### config.mk
export PLATFORM = sky130hd
export DESIGN_NAME = urh_host
export DESIGN_NICKNAME = d
export VERILOG_FILES = /design/src/urh_pkg.sv /design/src/urh_ser_if.sv /design/src/urh_uart.sv /design/src/urh_pay_mem.sv /design/src/urh_host.sv
export SDC_FILE = /design/constraint.sdc
export NUM_CORES = 2
export LEC_CHECK = 0
export ABC_AREA = 1
export BUFFER_PORTS_ARGS = -buffer_cell sky130_fd_sc_hd__buf_2
export CAP_MARGIN = 20
export CORE_MARGIN = 10
export CORE_UTILIZATION = 58
export CTS_CLUSTER_DIAMETER = 120
export CTS_CLUSTER_SIZE = 25
export DETAILED_ROUTE_END_ITERATION = 10
export GPL_ROUTABILITY_DRIVEN = 0
export GPL_TIMING_DRIVEN = 0
export PLACE_DENSITY = 0.86
export SKIP_LAST_GASP = 1
export SLEW_MARGIN = 15
export SYNTH_ARGS = -nofsm -noshare
export SYNTH_HDL_FRONTEND = slang
export SYNTH_HIERARCHICAL = 1
export SYNTH_SLANG_ARGS = --single-unit
### constraint.sdc
create_clock -name clk_sys_i -period 27.4 [get_ports clk_sys_i]
set_input_delay 5.48 -clock clk_sys_i [delete_from_list [all_inputs] [get_ports clk_sys_i]]
set_output_delay 5.48 -clock clk_sys_i [all_outputs]
set_load 0.02 [all_outputs]
### src/urh_pkg.sv
// shared constants and types for the serial radio command host
package urh_pkg;
  // serial link timing
  localparam int CLK_HZ = 40_000_000;
  localparam int BAUD = 38400;
  localparam logic [10:0] BIT_CYC = 11'((CLK_HZ + BAUD / 2) / BAUD);
  localparam logic [10:0] HALF_CYC = 11'(((CLK_HZ + BAUD / 2) / BAUD) / 2);
  // answer wait: quiet gap that ends an answer, and overall timeout
  localparam int RESP_QUIET_US = 2000;
  localparam int RESP_TMO_US = 1_000_000;
  localparam int RESP_QUIET_CYC = (CLK_HZ / 1_000_000) * RESP_QUIET_US;
  localparam int RESP_TMO_CYC = (CLK_HZ / 1_000_000) * RESP_TMO_US;
  localparam int CNT_W = 26;
  // command limits
  localparam logic [5:0] PAY_MAX = 6'h3b;
  localparam logic [15:0] MODE_MIN = 16'h0001;
  localparam logic [15:0] MODE_MAX = 16'h0006;
  // characters
  localparam logic [7:0] CH_SPACE = 8'h20;
  localparam logic [7:0] CH_NL = 8'h0a;
  localparam logic [7:0] CH_EQ = 8'h3d;
  localparam logic [7:0] CH_ZERO = 8'h30;
  localparam logic [7:0] CH_NINE = 8'h39;
  // completion status
  localparam logic [1:0] ST_OK = 2'h0;
  localparam logic [1:0] ST_REFUSED = 2'h1;
  localparam logic [1:0] ST_TIMEOUT = 2'h2;

  typedef enum logic [2:0] {
    URH_CMD_HELP,
    URH_CMD_CFG_TX,
    URH_CMD_CFG_RX,
    URH_CMD_LOAD,
    URH_CMD_SEND,
    URH_CMD_RX_START,
    URH_CMD_RX_STOP,
    URH_CMD_QUIT
  } urh_cmd_t;
endpackage

### src/urh_ser_if.sv
// byte channel between the command sequencer and the serial port
`timescale 1ns/1ps
interface urh_ser_if;
  logic [7:0] tx_data;
  logic tx_valid;
  logic tx_ready;
  logic [7:0] rx_data;
  logic rx_valid;
  modport uart (input tx_data, input tx_valid, output tx_ready, output rx_data, output rx_valid);
  modport ctl (output tx_data, output tx_valid, input tx_ready, input rx_data, input rx_valid);
endinterface

### src/urh_uart.sv
// 8N1 serial transmitter and receiver with baud dividers
`timescale 1ns/1ps
module urh_uart (
  input wire logic clk_sys_i,
  input wire logic sys_rst_i,
  input wire logic rxd_i,
  output logic txd_o,
  urh_ser_if.uart ser
);
  logic tx_busy_r;
  logic [8:0] tx_shift_r;
  logic [3:0] tx_bit_r;
  logic [10:0] tx_cnt_r;
  logic rx_busy_r;
  logic [3:0] rx_bit_r;
  logic [10:0] rx_cnt_r;
  logic [7:0] rx_shift_r;
  logic rx_valid_r;
  logic [7:0] rx_data_r;

  assign ser.tx_ready = ~tx_busy_r;
  assign ser.rx_valid = rx_valid_r;
  assign ser.rx_data = rx_data_r;

  //////////////////////////////////////////////////////////////////////////////
  // transmit: start bit, eight data bits lsb first, stop bit
  always_ff @(posedge clk_sys_i or posedge sys_rst_i) begin
    if (sys_rst_i) begin
      tx_busy_r <= 1'b0;
      tx_shift_r <= '0;
      tx_bit_r <= '0;
      tx_cnt_r <= '0;
      txd_o <= 1'b1;
    end else if (!tx_busy_r) begin
      if (ser.tx_valid) begin
        tx_busy_r <= 1'b1;
        tx_shift_r <= {1'b1, ser.tx_data}; // RULE2
        tx_bit_r <= '0;
        tx_cnt_r <= '0;
        txd_o <= 1'b0; // RULE2
      end
    end else if (tx_cnt_r == urh_pkg::BIT_CYC - 11'h001) begin // RULE1
      tx_cnt_r <= '0;
      if (tx_bit_r == 4'h9) begin
        tx_busy_r <= 1'b0; // stop bit done, line stays high
      end else begin
        txd_o <= tx_shift_r[0]; // RULE2
        tx_shift_r <= {1'b1, tx_shift_r[8:1]};
        tx_bit_r <= tx_bit_r + 4'h1;
      end
    end else begin
      tx_cnt_r <= tx_cnt_r + 11'h001;
    end
  end

  //////////////////////////////////////////////////////////////////////////////
  // receive: check start at mid bit, then sample each bit centre
  always_ff @(posedge clk_sys_i or posedge sys_rst_i) begin
    if (sys_rst_i) begin
      rx_busy_r <= 1'b0;
      rx_bit_r <= '0;
      rx_cnt_r <= '0;
      rx_shift_r <= '0;
      rx_valid_r <= 1'b0;
      rx_data_r <= '0;
    end else begin
      rx_valid_r <= 1'b0;
      if (!rx_busy_r) begin
        if (!rxd_i) begin
          rx_busy_r <= 1'b1;
          rx_bit_r <= '0;
          rx_cnt_r <= '0;
        end
      end else if (rx_cnt_r == ((rx_bit_r == 4'h0) ? urh_pkg::HALF_CYC : urh_pkg::BIT_CYC)
                   - 11'h001) begin // RULE1
        rx_cnt_r <= '0;
        if (rx_bit_r == 4'h0) begin
          // a glitch shorter than half a bit is not a start bit
          rx_busy_r <= ~rxd_i;
          rx_bit_r <= 4'h1;
        end else if (rx_bit_r != 4'h9) begin
          rx_shift_r <= {rxd_i, rx_shift_r[7:1]}; // RULE2
          rx_bit_r <= rx_bit_r + 4'h1;
        end else begin
          rx_busy_r <= 1'b0;
          rx_valid_r <= rxd_i; // framing error drops the byte
          rx_data_r <= rx_shift_r;
        end
      end else begin
        rx_cnt_r <= rx_cnt_r + 11'h001;
      end
    end
  end
endmodule // urh_uart

### src/urh_pay_mem.sv
// payload byte store with registered read data
`timescale 1ns/1ps
module urh_pay_mem (
  input wire logic clk_sys_i,
  input wire logic sys_rst_i,
  input wire logic wr_en_i,
  input wire logic [5:0] wr_addr_i,
  input wire logic [7:0] wr_data_i,
  input wire logic [5:0] rd_addr_i,
  output logic [7:0] rd_data_o
);
  logic [7:0] mem [0:58];

  // writes past the last slot are dropped
  always_ff @(posedge clk_sys_i) begin
    if (wr_en_i && wr_addr_i < urh_pkg::PAY_MAX) begin
      mem[wr_addr_i] <= wr_data_i;
    end
  end

  // read data from a register
  always_ff @(posedge clk_sys_i or posedge sys_rst_i) begin
    if (sys_rst_i) begin
      rd_data_o <= '0;
    end else if (rd_addr_i < urh_pkg::PAY_MAX) begin
      rd_data_o <= mem[rd_addr_i];
    end else begin
      rd_data_o <= '0;
    end
  end
endmodule // urh_pay_mem

### src/urh_host.sv
// host controller: issues text commands and decodes received byte lines
`timescale 1ns/1ps
// What the document requires of the host and the device
// RULE1: 38400 baud, 8 data bits, no parity, one stop bit, no flow control.
// RULE2: each character is low start, eight data bits lsb first, high stop bit.
// RULE3: host lines cross to the device's serial in and out pins.
// RULE4: every command ends with newline; words and parameters separated by spaces. The host sends q with no newline.
// RULE5: device checks each whole command, executes it, always answers with text.
// RULE6: device answers an invalid command with a prompt and does nothing else.
// RULE7: help lists all commands; help with a word gives short help for it.
// RULE8: radio setup with mode 1 to 6 precedes transmit or receive.
// RULE9: payload load uses packet index 4 then at most 59 decimal bytes.
// RULE10: send count 1 sends once; new packets are load then single send.
// RULE11: device starts radio only with stable crystal, valid setup, loaded payload.
// RULE12: receive begin with v makes device report every received packet.
// RULE13: each byte reported as Byte, index, equals, decimal value, newline; data from 1.
// RULE14: an index-zero line carrying the length precedes every packet's data.
// RULE15: host drops other text, extracts values, splits packets at index-zero lines.
// RULE16: receive lasts until receive end; restart needs no new setup.
// RULE17: device has three active modes, deep sleep and off; starts CPU active.
// RULE18: deep sleep is left by the watchdog timer or a resume input change.
// RULE19: configuration is lost in deep sleep and must be redone after wakeup.
// RULE20: device goes from halt to deep sleep when nothing is pending.
// RULE21: device leaves off above on threshold, enters off below off threshold.
// RULE22: supply should be measured before flash write or erase.
// RULE23: during receive only four commands are accepted, including receive end.
// RULE24: device sets payload length byte, zeroes bad values, ignores bytes past 59.
// RULE25: repeat count 0 to 65535; zero sends until q arrives, others stop alone.
// RULE26: host waits for the answer text before the next command.
module urh_host #(
  parameter int unsigned QUIET_CYC = urh_pkg::RESP_QUIET_CYC,
  parameter int unsigned TMO_CYC = urh_pkg::RESP_TMO_CYC
) (
  input wire logic clk_sys_i,
  input wire logic sys_rst_i,
  input wire logic dev_serial_out_pin_i,
  output logic dev_serial_in_pin_o,
  input wire logic cmd_valid_i,
  input wire urh_pkg::urh_cmd_t cmd_code_i,
  input wire logic [15:0] cmd_arg_i,
  output logic cmd_ready_o,
  output logic cmd_done_o,
  output logic [1:0] cmd_status_o,
  input wire logic pay_wr_i,
  input wire logic [5:0] pay_addr_i,
  input wire logic [7:0] pay_data_i,
  input wire logic dev_woke_i,
  output logic rx_active_o,
  output logic rx_byte_valid_o,
  output logic rx_pkt_start_o,
  output logic [7:0] rx_index_o,
  output logic [7:0] rx_byte_o
);
  typedef enum {S_IDLE, S_WORD, S_SPACE, S_FETCH, S_DIGIT, S_EOL, S_WAIT} urh_emit_t;
  typedef enum {P_HDR, P_IDX, P_SEP, P_VAL, P_SKIP} urh_parse_t;
  localparam logic [39:0] HDR_TXT = "Byte ";

  urh_ser_if ser ();
  urh_emit_t state_r;
  urh_parse_t pst_r;
  urh_pkg::urh_cmd_t cmd_r;
  logic [15:0] arg_r;
  logic [15:0] val_r;
  logic [3:0] ci_r;
  logic [5:0] ai_r;
  logic [5:0] nargs_r;
  logic [2:0] dk_r;
  logic lead_r;
  logic tx_valid_r;
  logic [7:0] tx_data_r;
  logic [urh_pkg::CNT_W-1:0] quiet_r;
  logic [urh_pkg::CNT_W-1:0] tmo_r;
  logic seen_r;
  logic tx_cfg_r;
  logic rx_cfg_r;
  logic loaded_r;
  logic [5:0] pay_len_r;
  logic cont_r;
  logic [7:0] pay_rd;
  logic can_send;
  logic legal;
  logic [3:0] dig;
  logic [2:0] pos_r;
  logic [7:0] idx_r;
  logic [11:0] pval_r;
  logic is_dig;
  logic [3:0] cdig;

  //////////////////////////////////////////////////////////////////////////////
  // helpers
  function automatic logic [3:0] word_len(input urh_pkg::urh_cmd_t c);
    case (c)
      urh_pkg::URH_CMD_HELP: word_len = 4'h4;
      urh_pkg::URH_CMD_CFG_TX, urh_pkg::URH_CMD_CFG_RX: word_len = 4'hf;
      urh_pkg::URH_CMD_LOAD, urh_pkg::URH_CMD_RX_START: word_len = 4'he;
      urh_pkg::URH_CMD_SEND: word_len = 4'h8;
      urh_pkg::URH_CMD_RX_STOP: word_len = 4'hb;
      default: word_len = 4'h1;
    endcase
  endfunction

  function automatic logic [7:0] word_char(input urh_pkg::urh_cmd_t c, input logic [3:0] i);
    logic [8*15-1:0] s;
    s = '0;
    case (c)
      urh_pkg::URH_CMD_HELP: s = "help"; // RULE7
      urh_pkg::URH_CMD_CFG_TX: s = "config_tx_radio"; // RULE8
      urh_pkg::URH_CMD_CFG_RX: s = "config_rx_radio"; // RULE8
      urh_pkg::URH_CMD_LOAD: s = "write_tx_pkt 4"; // RULE9
      urh_pkg::URH_CMD_SEND: s = "send_pkt"; // RULE10
      urh_pkg::URH_CMD_RX_START: s = "rx_pkt_start v"; // RULE12
      urh_pkg::URH_CMD_RX_STOP: s = "rx_pkt_stop"; // RULE16
      default: s = "q"; // RULE25
    endcase
    word_char = s[8*(int'(word_len(c)) - 1 - int'(i)) +: 8];
  endfunction

  function automatic logic [3:0] dec_digit(input logic [15:0] v, input logic [2:0] k);
    logic [15:0] q;
    q = '0;
    case (k)
      3'h4: q = v / 16'd10000;
      3'h3: q = v / 16'd1000;
      3'h2: q = v / 16'd100;
      3'h1: q = v / 16'd10;
      default: q = v;
    endcase
    dec_digit = 4'(q % 16'd10);
  endfunction

  //////////////////////////////////////////////////////////////////////////////
  // submodules
  urh_uart u_uart (
    .clk_sys_i(clk_sys_i),
    .sys_rst_i(sys_rst_i),
    .rxd_i(dev_serial_out_pin_i), // RULE3
    .txd_o(dev_serial_in_pin_o), // RULE3
    .ser(ser.uart)
  );

  urh_pay_mem u_mem (
    .clk_sys_i(clk_sys_i),
    .sys_rst_i(sys_rst_i),
    .wr_en_i(pay_wr_i),
    .wr_addr_i(pay_addr_i),
    .wr_data_i(pay_data_i),
    .rd_addr_i(ai_r),
    .rd_data_o(pay_rd)
  );

  assign ser.tx_valid = tx_valid_r;
  assign ser.tx_data = tx_data_r;
  assign can_send = ser.tx_ready & ~tx_valid_r;
  assign dig = dec_digit(val_r, dk_r);

  // may a new command start now
  always_comb begin
    legal = 1'b1;
    case (cmd_code_i)
      urh_pkg::URH_CMD_CFG_TX, urh_pkg::URH_CMD_CFG_RX:
        legal = cmd_arg_i >= urh_pkg::MODE_MIN && cmd_arg_i <= urh_pkg::MODE_MAX; // RULE8
      urh_pkg::URH_CMD_LOAD:
        legal = cmd_arg_i != 16'h0000 && cmd_arg_i <= {10'h000, urh_pkg::PAY_MAX}; // RULE24
      urh_pkg::URH_CMD_SEND: legal = tx_cfg_r & loaded_r & ~cont_r; // RULE11
      urh_pkg::URH_CMD_RX_START: legal = rx_cfg_r; // RULE16
      urh_pkg::URH_CMD_RX_STOP: legal = rx_active_o;
      urh_pkg::URH_CMD_QUIT: legal = cont_r; // RULE25
      default: legal = 1'b1;
    endcase
    if (rx_active_o && cmd_code_i != urh_pkg::URH_CMD_RX_STOP) begin
      legal = 1'b0; // RULE23
    end
    if (cont_r && cmd_code_i != urh_pkg::URH_CMD_QUIT) begin
      legal = 1'b0;
    end
  end

  //////////////////////////////////////////////////////////////////////////////
  // command text emitter and answer wait
  always_ff @(posedge clk_sys_i or posedge sys_rst_i) begin
    if (sys_rst_i) begin
      state_r <= S_IDLE;
      cmd_r <= urh_pkg::URH_CMD_HELP;
      arg_r <= '0;
      val_r <= '0;
      ci_r <= '0;
      ai_r <= '0;
      nargs_r <= '0;
      dk_r <= '0;
      lead_r <= 1'b1;
      tx_valid_r <= 1'b0;
      tx_data_r <= '0;
      quiet_r <= '0;
      tmo_r <= '0;
      seen_r <= 1'b0;
      cmd_ready_o <= 1'b1;
      cmd_done_o <= 1'b0;
      cmd_status_o <= urh_pkg::ST_OK;
    end else begin
      tx_valid_r <= 1'b0;
      cmd_done_o <= 1'b0;
      case (state_r)
        S_IDLE: begin
          ci_r <= '0;
          ai_r <= '0;
          if (cmd_valid_i && !legal) begin
            cmd_done_o <= 1'b1;
            cmd_status_o <= urh_pkg::ST_REFUSED;
          end else if (cmd_valid_i) begin
            cmd_r <= cmd_code_i;
            arg_r <= cmd_arg_i;
            cmd_ready_o <= 1'b0;
            case (cmd_code_i)
              urh_pkg::URH_CMD_CFG_TX, urh_pkg::URH_CMD_CFG_RX,
              urh_pkg::URH_CMD_SEND: nargs_r <= 6'h01;
              urh_pkg::URH_CMD_LOAD: nargs_r <= cmd_arg_i[5:0];
              default: nargs_r <= 6'h00;
            endcase
            state_r <= S_WORD;
          end
        end
        S_WORD: if (can_send) begin
          tx_valid_r <= 1'b1;
          tx_data_r <= word_char(cmd_r, ci_r);
          ci_r <= ci_r + 4'h1;
          if (ci_r == word_len(cmd_r) - 4'h1) begin
            state_r <= (nargs_r == 6'h00) ? S_EOL : S_SPACE;
          end
        end
        S_SPACE: if (can_send) begin
          tx_valid_r <= 1'b1;
          tx_data_r <= urh_pkg::CH_SPACE; // RULE4
          state_r <= S_FETCH;
        end
        S_FETCH: begin
          // payload bytes from the store, others from the request
          val_r <= (cmd_r == urh_pkg::URH_CMD_LOAD) ? {8'h00, pay_rd} : arg_r;
          dk_r <= 3'h4;
          lead_r <= 1'b1;
          state_r <= S_DIGIT;
        end
        S_DIGIT: begin
          if (dk_r == 3'h0 || dig != 4'h0 || !lead_r) begin
            if (can_send) begin
              tx_valid_r <= 1'b1;
              tx_data_r <= urh_pkg::CH_ZERO + {4'h0, dig};
              lead_r <= 1'b0;
              dk_r <= dk_r - 3'h1;
              if (dk_r == 3'h0) begin
                ai_r <= ai_r + 6'h01;
                state_r <= (ai_r == nargs_r - 6'h01) ? S_EOL : S_SPACE;
              end
            end
          end else begin
            dk_r <= dk_r - 3'h1; // leading zero suppressed
          end
        end
        S_EOL: begin
          quiet_r <= '0;
          tmo_r <= '0;
          seen_r <= 1'b0;
          if (cmd_r == urh_pkg::URH_CMD_QUIT) begin
            state_r <= S_WAIT; // the stop character stands alone
          end else if (can_send) begin
            tx_valid_r <= 1'b1;
            tx_data_r <= urh_pkg::CH_NL; // RULE4
            state_r <= S_WAIT;
          end
        end
        S_WAIT: begin
          // no flow control: next command waits for the answer
          tmo_r <= tmo_r + 1'b1; // RULE26
          if (ser.rx_valid) begin
            seen_r <= 1'b1; // RULE5
            quiet_r <= '0;
          end else if (seen_r) begin
            quiet_r <= quiet_r + 1'b1;
          end
          if ((seen_r && quiet_r >= urh_pkg::CNT_W'(QUIET_CYC)) ||
              (cmd_r == urh_pkg::URH_CMD_RX_START && ser.rx_valid &&
               ser.rx_data == urh_pkg::CH_NL)) begin
            // receive mode streams text, so its first answer line ends the wait
            cmd_done_o <= 1'b1;
            cmd_status_o <= urh_pkg::ST_OK;
            cmd_ready_o <= 1'b1;
            state_r <= S_IDLE;
          end else if (tmo_r >= urh_pkg::CNT_W'(TMO_CYC)) begin
            cmd_done_o <= 1'b1;
            cmd_status_o <= urh_pkg::ST_TIMEOUT;
            cmd_ready_o <= 1'b1;
            state_r <= S_IDLE;
          end
        end
        default: state_r <= S_IDLE;
      endcase
    end
  end

  //////////////////////////////////////////////////////////////////////////////
  // host view of device configuration
  always_ff @(posedge clk_sys_i or posedge sys_rst_i) begin
    if (sys_rst_i) begin
      tx_cfg_r <= 1'b0;
      rx_cfg_r <= 1'b0;
      loaded_r <= 1'b0;
      pay_len_r <= '0;
      cont_r <= 1'b0;
      rx_active_o <= 1'b0;
    end else if (dev_woke_i) begin
      // deep sleep wiped the device setup
      tx_cfg_r <= 1'b0; // RULE19
      rx_cfg_r <= 1'b0; // RULE19
      loaded_r <= 1'b0;
      cont_r <= 1'b0;
      rx_active_o <= 1'b0;
    end else if (state_r == S_IDLE && cmd_valid_i && legal) begin
      case (cmd_code_i)
        urh_pkg::URH_CMD_CFG_TX: begin
          tx_cfg_r <= 1'b1;
          rx_cfg_r <= 1'b0;
        end
        urh_pkg::URH_CMD_CFG_RX: begin
          rx_cfg_r <= 1'b1;
          tx_cfg_r <= 1'b0;
        end
        urh_pkg::URH_CMD_LOAD: begin
          loaded_r <= 1'b1;
          pay_len_r <= cmd_arg_i[5:0];
        end
        urh_pkg::URH_CMD_SEND: cont_r <= (cmd_arg_i == 16'h0000); // RULE25
        urh_pkg::URH_CMD_RX_START: rx_active_o <= 1'b1; // RULE16
        urh_pkg::URH_CMD_RX_STOP: rx_active_o <= 1'b0; // RULE16
        urh_pkg::URH_CMD_QUIT: cont_r <= 1'b0; // RULE25
        default: ;
      endcase
    end
  end

  //////////////////////////////////////////////////////////////////////////////
  // received line decoder: only "Byte n = v" lines survive
  assign is_dig = ser.rx_data >= urh_pkg::CH_ZERO && ser.rx_data <= urh_pkg::CH_NINE;
  assign cdig = 4'(ser.rx_data - urh_pkg::CH_ZERO);

  always_ff @(posedge clk_sys_i or posedge sys_rst_i) begin
    if (sys_rst_i) begin
      pst_r <= P_HDR;
      pos_r <= '0;
      idx_r <= '0;
      pval_r <= '0;
      rx_byte_valid_o <= 1'b0;
      rx_pkt_start_o <= 1'b0;
      rx_index_o <= '0;
      rx_byte_o <= '0;
    end else begin
      rx_byte_valid_o <= 1'b0;
      rx_pkt_start_o <= 1'b0;
      if (ser.rx_valid) begin
        if (ser.rx_data == urh_pkg::CH_NL) begin
          pst_r <= P_HDR;
          pos_r <= '0;
          if (pst_r == P_VAL && pval_r <= 12'h0ff) begin
            rx_byte_valid_o <= 1'b1; // RULE13
            rx_pkt_start_o <= (idx_r == 8'h00); // RULE14
            rx_index_o <= idx_r;
            rx_byte_o <= pval_r[7:0]; // RULE15
          end
        end else begin
          case (pst_r)
            P_HDR: if (ser.rx_data == HDR_TXT[8*(4-int'(pos_r)) +: 8]) begin
              pos_r <= pos_r + 3'h1;
              if (pos_r == 3'h4) begin
                pst_r <= P_IDX;
                idx_r <= '0;
              end
            end else begin
              pst_r <= P_SKIP; // RULE15
            end
            P_IDX: if (is_dig) begin
              idx_r <= 8'(idx_r * 8'd10 + {4'h0, cdig});
            end else if (ser.rx_data == urh_pkg::CH_SPACE) begin
              pst_r <= P_SEP;
            end else begin
              pst_r <= P_SKIP;
            end
            P_SEP: if (is_dig) begin
              pval_r <= {8'h00, cdig};
              pst_r <= P_VAL;
            end else if (ser.rx_data != urh_pkg::CH_SPACE && ser.rx_data != urh_pkg::CH_EQ) begin
              pst_r <= P_SKIP;
            end
            P_VAL: if (is_dig) begin
              // saturate so a long number cannot wrap into range
              pval_r <= (pval_r > 12'h0ff) ? pval_r : 12'(pval_r * 12'd10 + {8'h00, cdig});
            end else begin
              pst_r <= P_SKIP;
            end
            default: pst_r <= P_SKIP;
          endcase
        end
      end
    end
  end
endmodule // urh_host

==> results.md <==
* Outcome: finished, final reports clean
* Maxcap violations at 0
* Critical path's slowest cell: dfrtp_2
* Initial Util at 58.5%
* Max FO, Critical Path at 8
* CTS sink count at 711
* Per-cell routed wire length at 18.6 um
* Final #Nets at 5160
* DIE WIDTH at 283 um
* Worst skew pair latency at 0.61 ns
* Ys async rst share at 33.6%
* Yosys top cell by area: edfxtp_1
* Clk_skew at 0.0297 ns
* Synth Cell Area at 0.0401 mm2
* Remaining Overflow, GRT at 0
* Pin count of the biggest net entering global routing at 92
* CTS tree: yes
* CP max stage delay at 0.47 ns
* Sequential share of the synthesized area at 50.3%
* Share of cells above drive strength 1 at 10.4%
* Cells after Synth at 4751
* Max clock buf depth at 3
* Root Buffer: clkbuf_16
* Measured slew at the worst slew-check pin at 1.12 ns
* Hold wc startpoint: cmd_ready_o$_DFFE_PP1P_
* Setup_tns at 0 ns
* Max Fclk at 37.2 MHz
* First-pass GRT wire length at 167 mm
* Port Buf Inserts at 62
* Post-synth top flop: edfxtp_1
* Cell Count, Final, Fillers Out at 5911
* Synth top area share at 35.3%
* Most common cell in the netlist: nand2_1
* Synthesis-stage register bit count at 711
* Main area contributors after synthesis: edfxtp_1 (35%), dfrtp_1 (15%), nand2_1 (12%)
* Hold-fix buffers, CTS at 0
* Arr. time, crit path at 27.40 ns
* Period utilisation layout at 98.1%
* Hpwl dp at 73.7 mm
* Critical path's most frequent cell: nand2_1
* Startpoint Class: flop
* Cells after DPL at 5748
* Slew HR at 25.1%
* Gr usage total at 25.4%
* Core area at 0.0686 mm2
* Syn_nets at 4959
* Post-synth top cells: nand2_1 (1280), inv_1 (648), edfxtp_1 (472)
* Hold Worst Slack at 0.476 ns
* Die area at 0.0801 mm2
* Cell variety after synth at 76
* Setup CP Type: reg2reg
* Num CTS Buffers at 34
* DRT Pass-1 Iters at 9
* Worst hold path class: reg2reg
* Fin crit period at 26.89 ns
* Area growth syn-to-layout at 9.83%
* Reg-to-reg critical path startpoint: dk_r[0]$_DFFE_PP0P_
* Critical path's top delay family: compound AO/OA/AOI/OAI gates
* Final wirelength at 110 mm
* CTS clock-pin slew for the worst setup and hold paths at 0.10 ns
* CP startpoint: dk_r[0]$_DFFE_PP0P_
* Remaining antenna violation count at 0
* Initial antenna violation count at 3
* Data required time of the critical path at 27.92 ns
* Final Hold Vio Count at 0
* Rows at 96
* Syn Area/Cell at 8.44 um2
* Via Count at 34788
* Max-slew violations at 0
* # DRC at 0
* Vias in the first global route at 32567
* Vias per cell at 5.89
* Final number of setup-violating endpoints at 0
* I/O pin cnt at 63
* Iter 0 DRT Violations at 3837
* H-tree levels at 2
* Die Y at 283 um
* EDFF count, synth at 472
* Endpoint type of the worst setup path: flop
* Ys Warns at 6
* Worst path bufs/invs at 35
==> layout by cell type (no fill, tap or decap), drive strengths merged, types with 27 or more instances in the layout <==
cell / Yosys / layout
buf: 72 / 244
dfrtp: 236 / 236
a21o: 36 / 36
nand3: 453 / 453
ha: 164 / 164
nor2: 364 / 364
nand4: 39 / 39
o21ai: 313 / 313
xnor2: 63 / 63
a21oi: 129 / 129
inv: 672 / 674
o22ai: 27 / 27
clkbuf: 83 / 133
nand2: 1344 / 1344
edfxtp: 472 / 472
o211ai: 27 / 27
nor3: 48 / 48
xor2: 50 / 50
==> registers in the layout, indices dropped and copies added (netlist names), 9 cells and up <==
signal,flops
quiet_r,26
tmo_r,26
u_mem/mem,472
u_uart/tx_shift_r,9
arg_r,16
pval_r,12
u_uart/tx_cnt_r,11
val_r,16
u_uart/rx_cnt_r,11
==> area by class of cell <==
class	count	area, um2
Antenna cell	3	7.51
Buffer	156	803
Clock buffer	57	937
Clock inverter	4	60.1
Fill cell	5204	24500
Inverter	686	2600
Multi-Input combinational cell	3198	17100
Sequential cell	711	20200
Tap cell	931	1160
Timing Repair Buffer	165	1210
==> worst register-to-register path, delay by kind of cell, from the launching register on <==
| family | cells | cell delay, ns |
|---|---|---|
| AO/OA/AOI/OAI | 82 | 12.12 |
| AND/OR/NAND/NOR | 84 | 7.17 |
| adder cells (fa/ha/maj) | 14 | 3.74 |
| buffers and inverters | 35 | 3.30 |
| flip-flops | 1 | 0.47 |
==> through the flow <==
stage / setup slack (ns) / instance area, um2 / util (%)
5_1_grt: -1.10 / 44000 / 64.2
2_1_floorplan: 0.328 / 40100 / -
4_1_cts: 0.0183 / 43000 / 62.7
6_report: 0.513 / 44000 / 64.2
3_5_place_dp: -4.12 / 41700 / 60.8
3_3_place_gp: -3.21 / 41600 / 60.6
==> kinds of logic (layout without fill, tap and decap cells) <==
family                     count (synthesis)  after routing  share of synthesized area, %
other                                      1              4                       0.00935
adders and majority gates                169            169                          5.37
buffers and inverters                    842           1068                          8.18
and+or+nand+nor                         2287           2287                          24.5
DFF                                      711            711                          50.3
muxes                                      7              7                         0.178
xor gates and xnor gates                 113            113                          2.47
AOI/OAI and AO/OA                        621            621                          9.02
==> layer usage <==
| layer | global-route usage [%] | routed length (um) | up-vias |
|---|---|---|---|
| met1 | 30.4 | 39700 | 16368 |
| met5 | 0 | 16 | - |
| li1 | - | - | 15973 |
| met2 | 43.0 | 52900 | 1970 |
| met4 | 14.0 | 6440 | 2 |
| met3 | 4.50 | 10700 | 475 |
==> repair_timing <==
item / CTS / global route
endpoints found under the setup margin: 18 / 18
resized for setup: 57 / 112
gates cloned: 0 / 2
setup buffers: 16 / 80
pin swaps: 15 / 75
==> final timing paths <==
check	depth (start not counted)	to	slack (ns)
max	215	ser.tx_data[4]$_DFFE_PP0P_	0.51
max reg2reg	215	ser.tx_data[4]$_DFFE_PP0P_	0.51
min in group asynchronous	2	u_mem/rd_data_o[6]$_DFF_PP0_	4.95
max in group asynchronous	3	idx_r[6]$_DFFE_PP0P_	21.52
min	2	cmd_ready_o$_DFFE_PP1P_	0.48
min reg2reg	2	cmd_ready_o$_DFFE_PP1P_	0.48
Power is left out: the tool's default activity adds up to more than one toggle a clock period on the data nets, which glitch-free logic cannot reach.
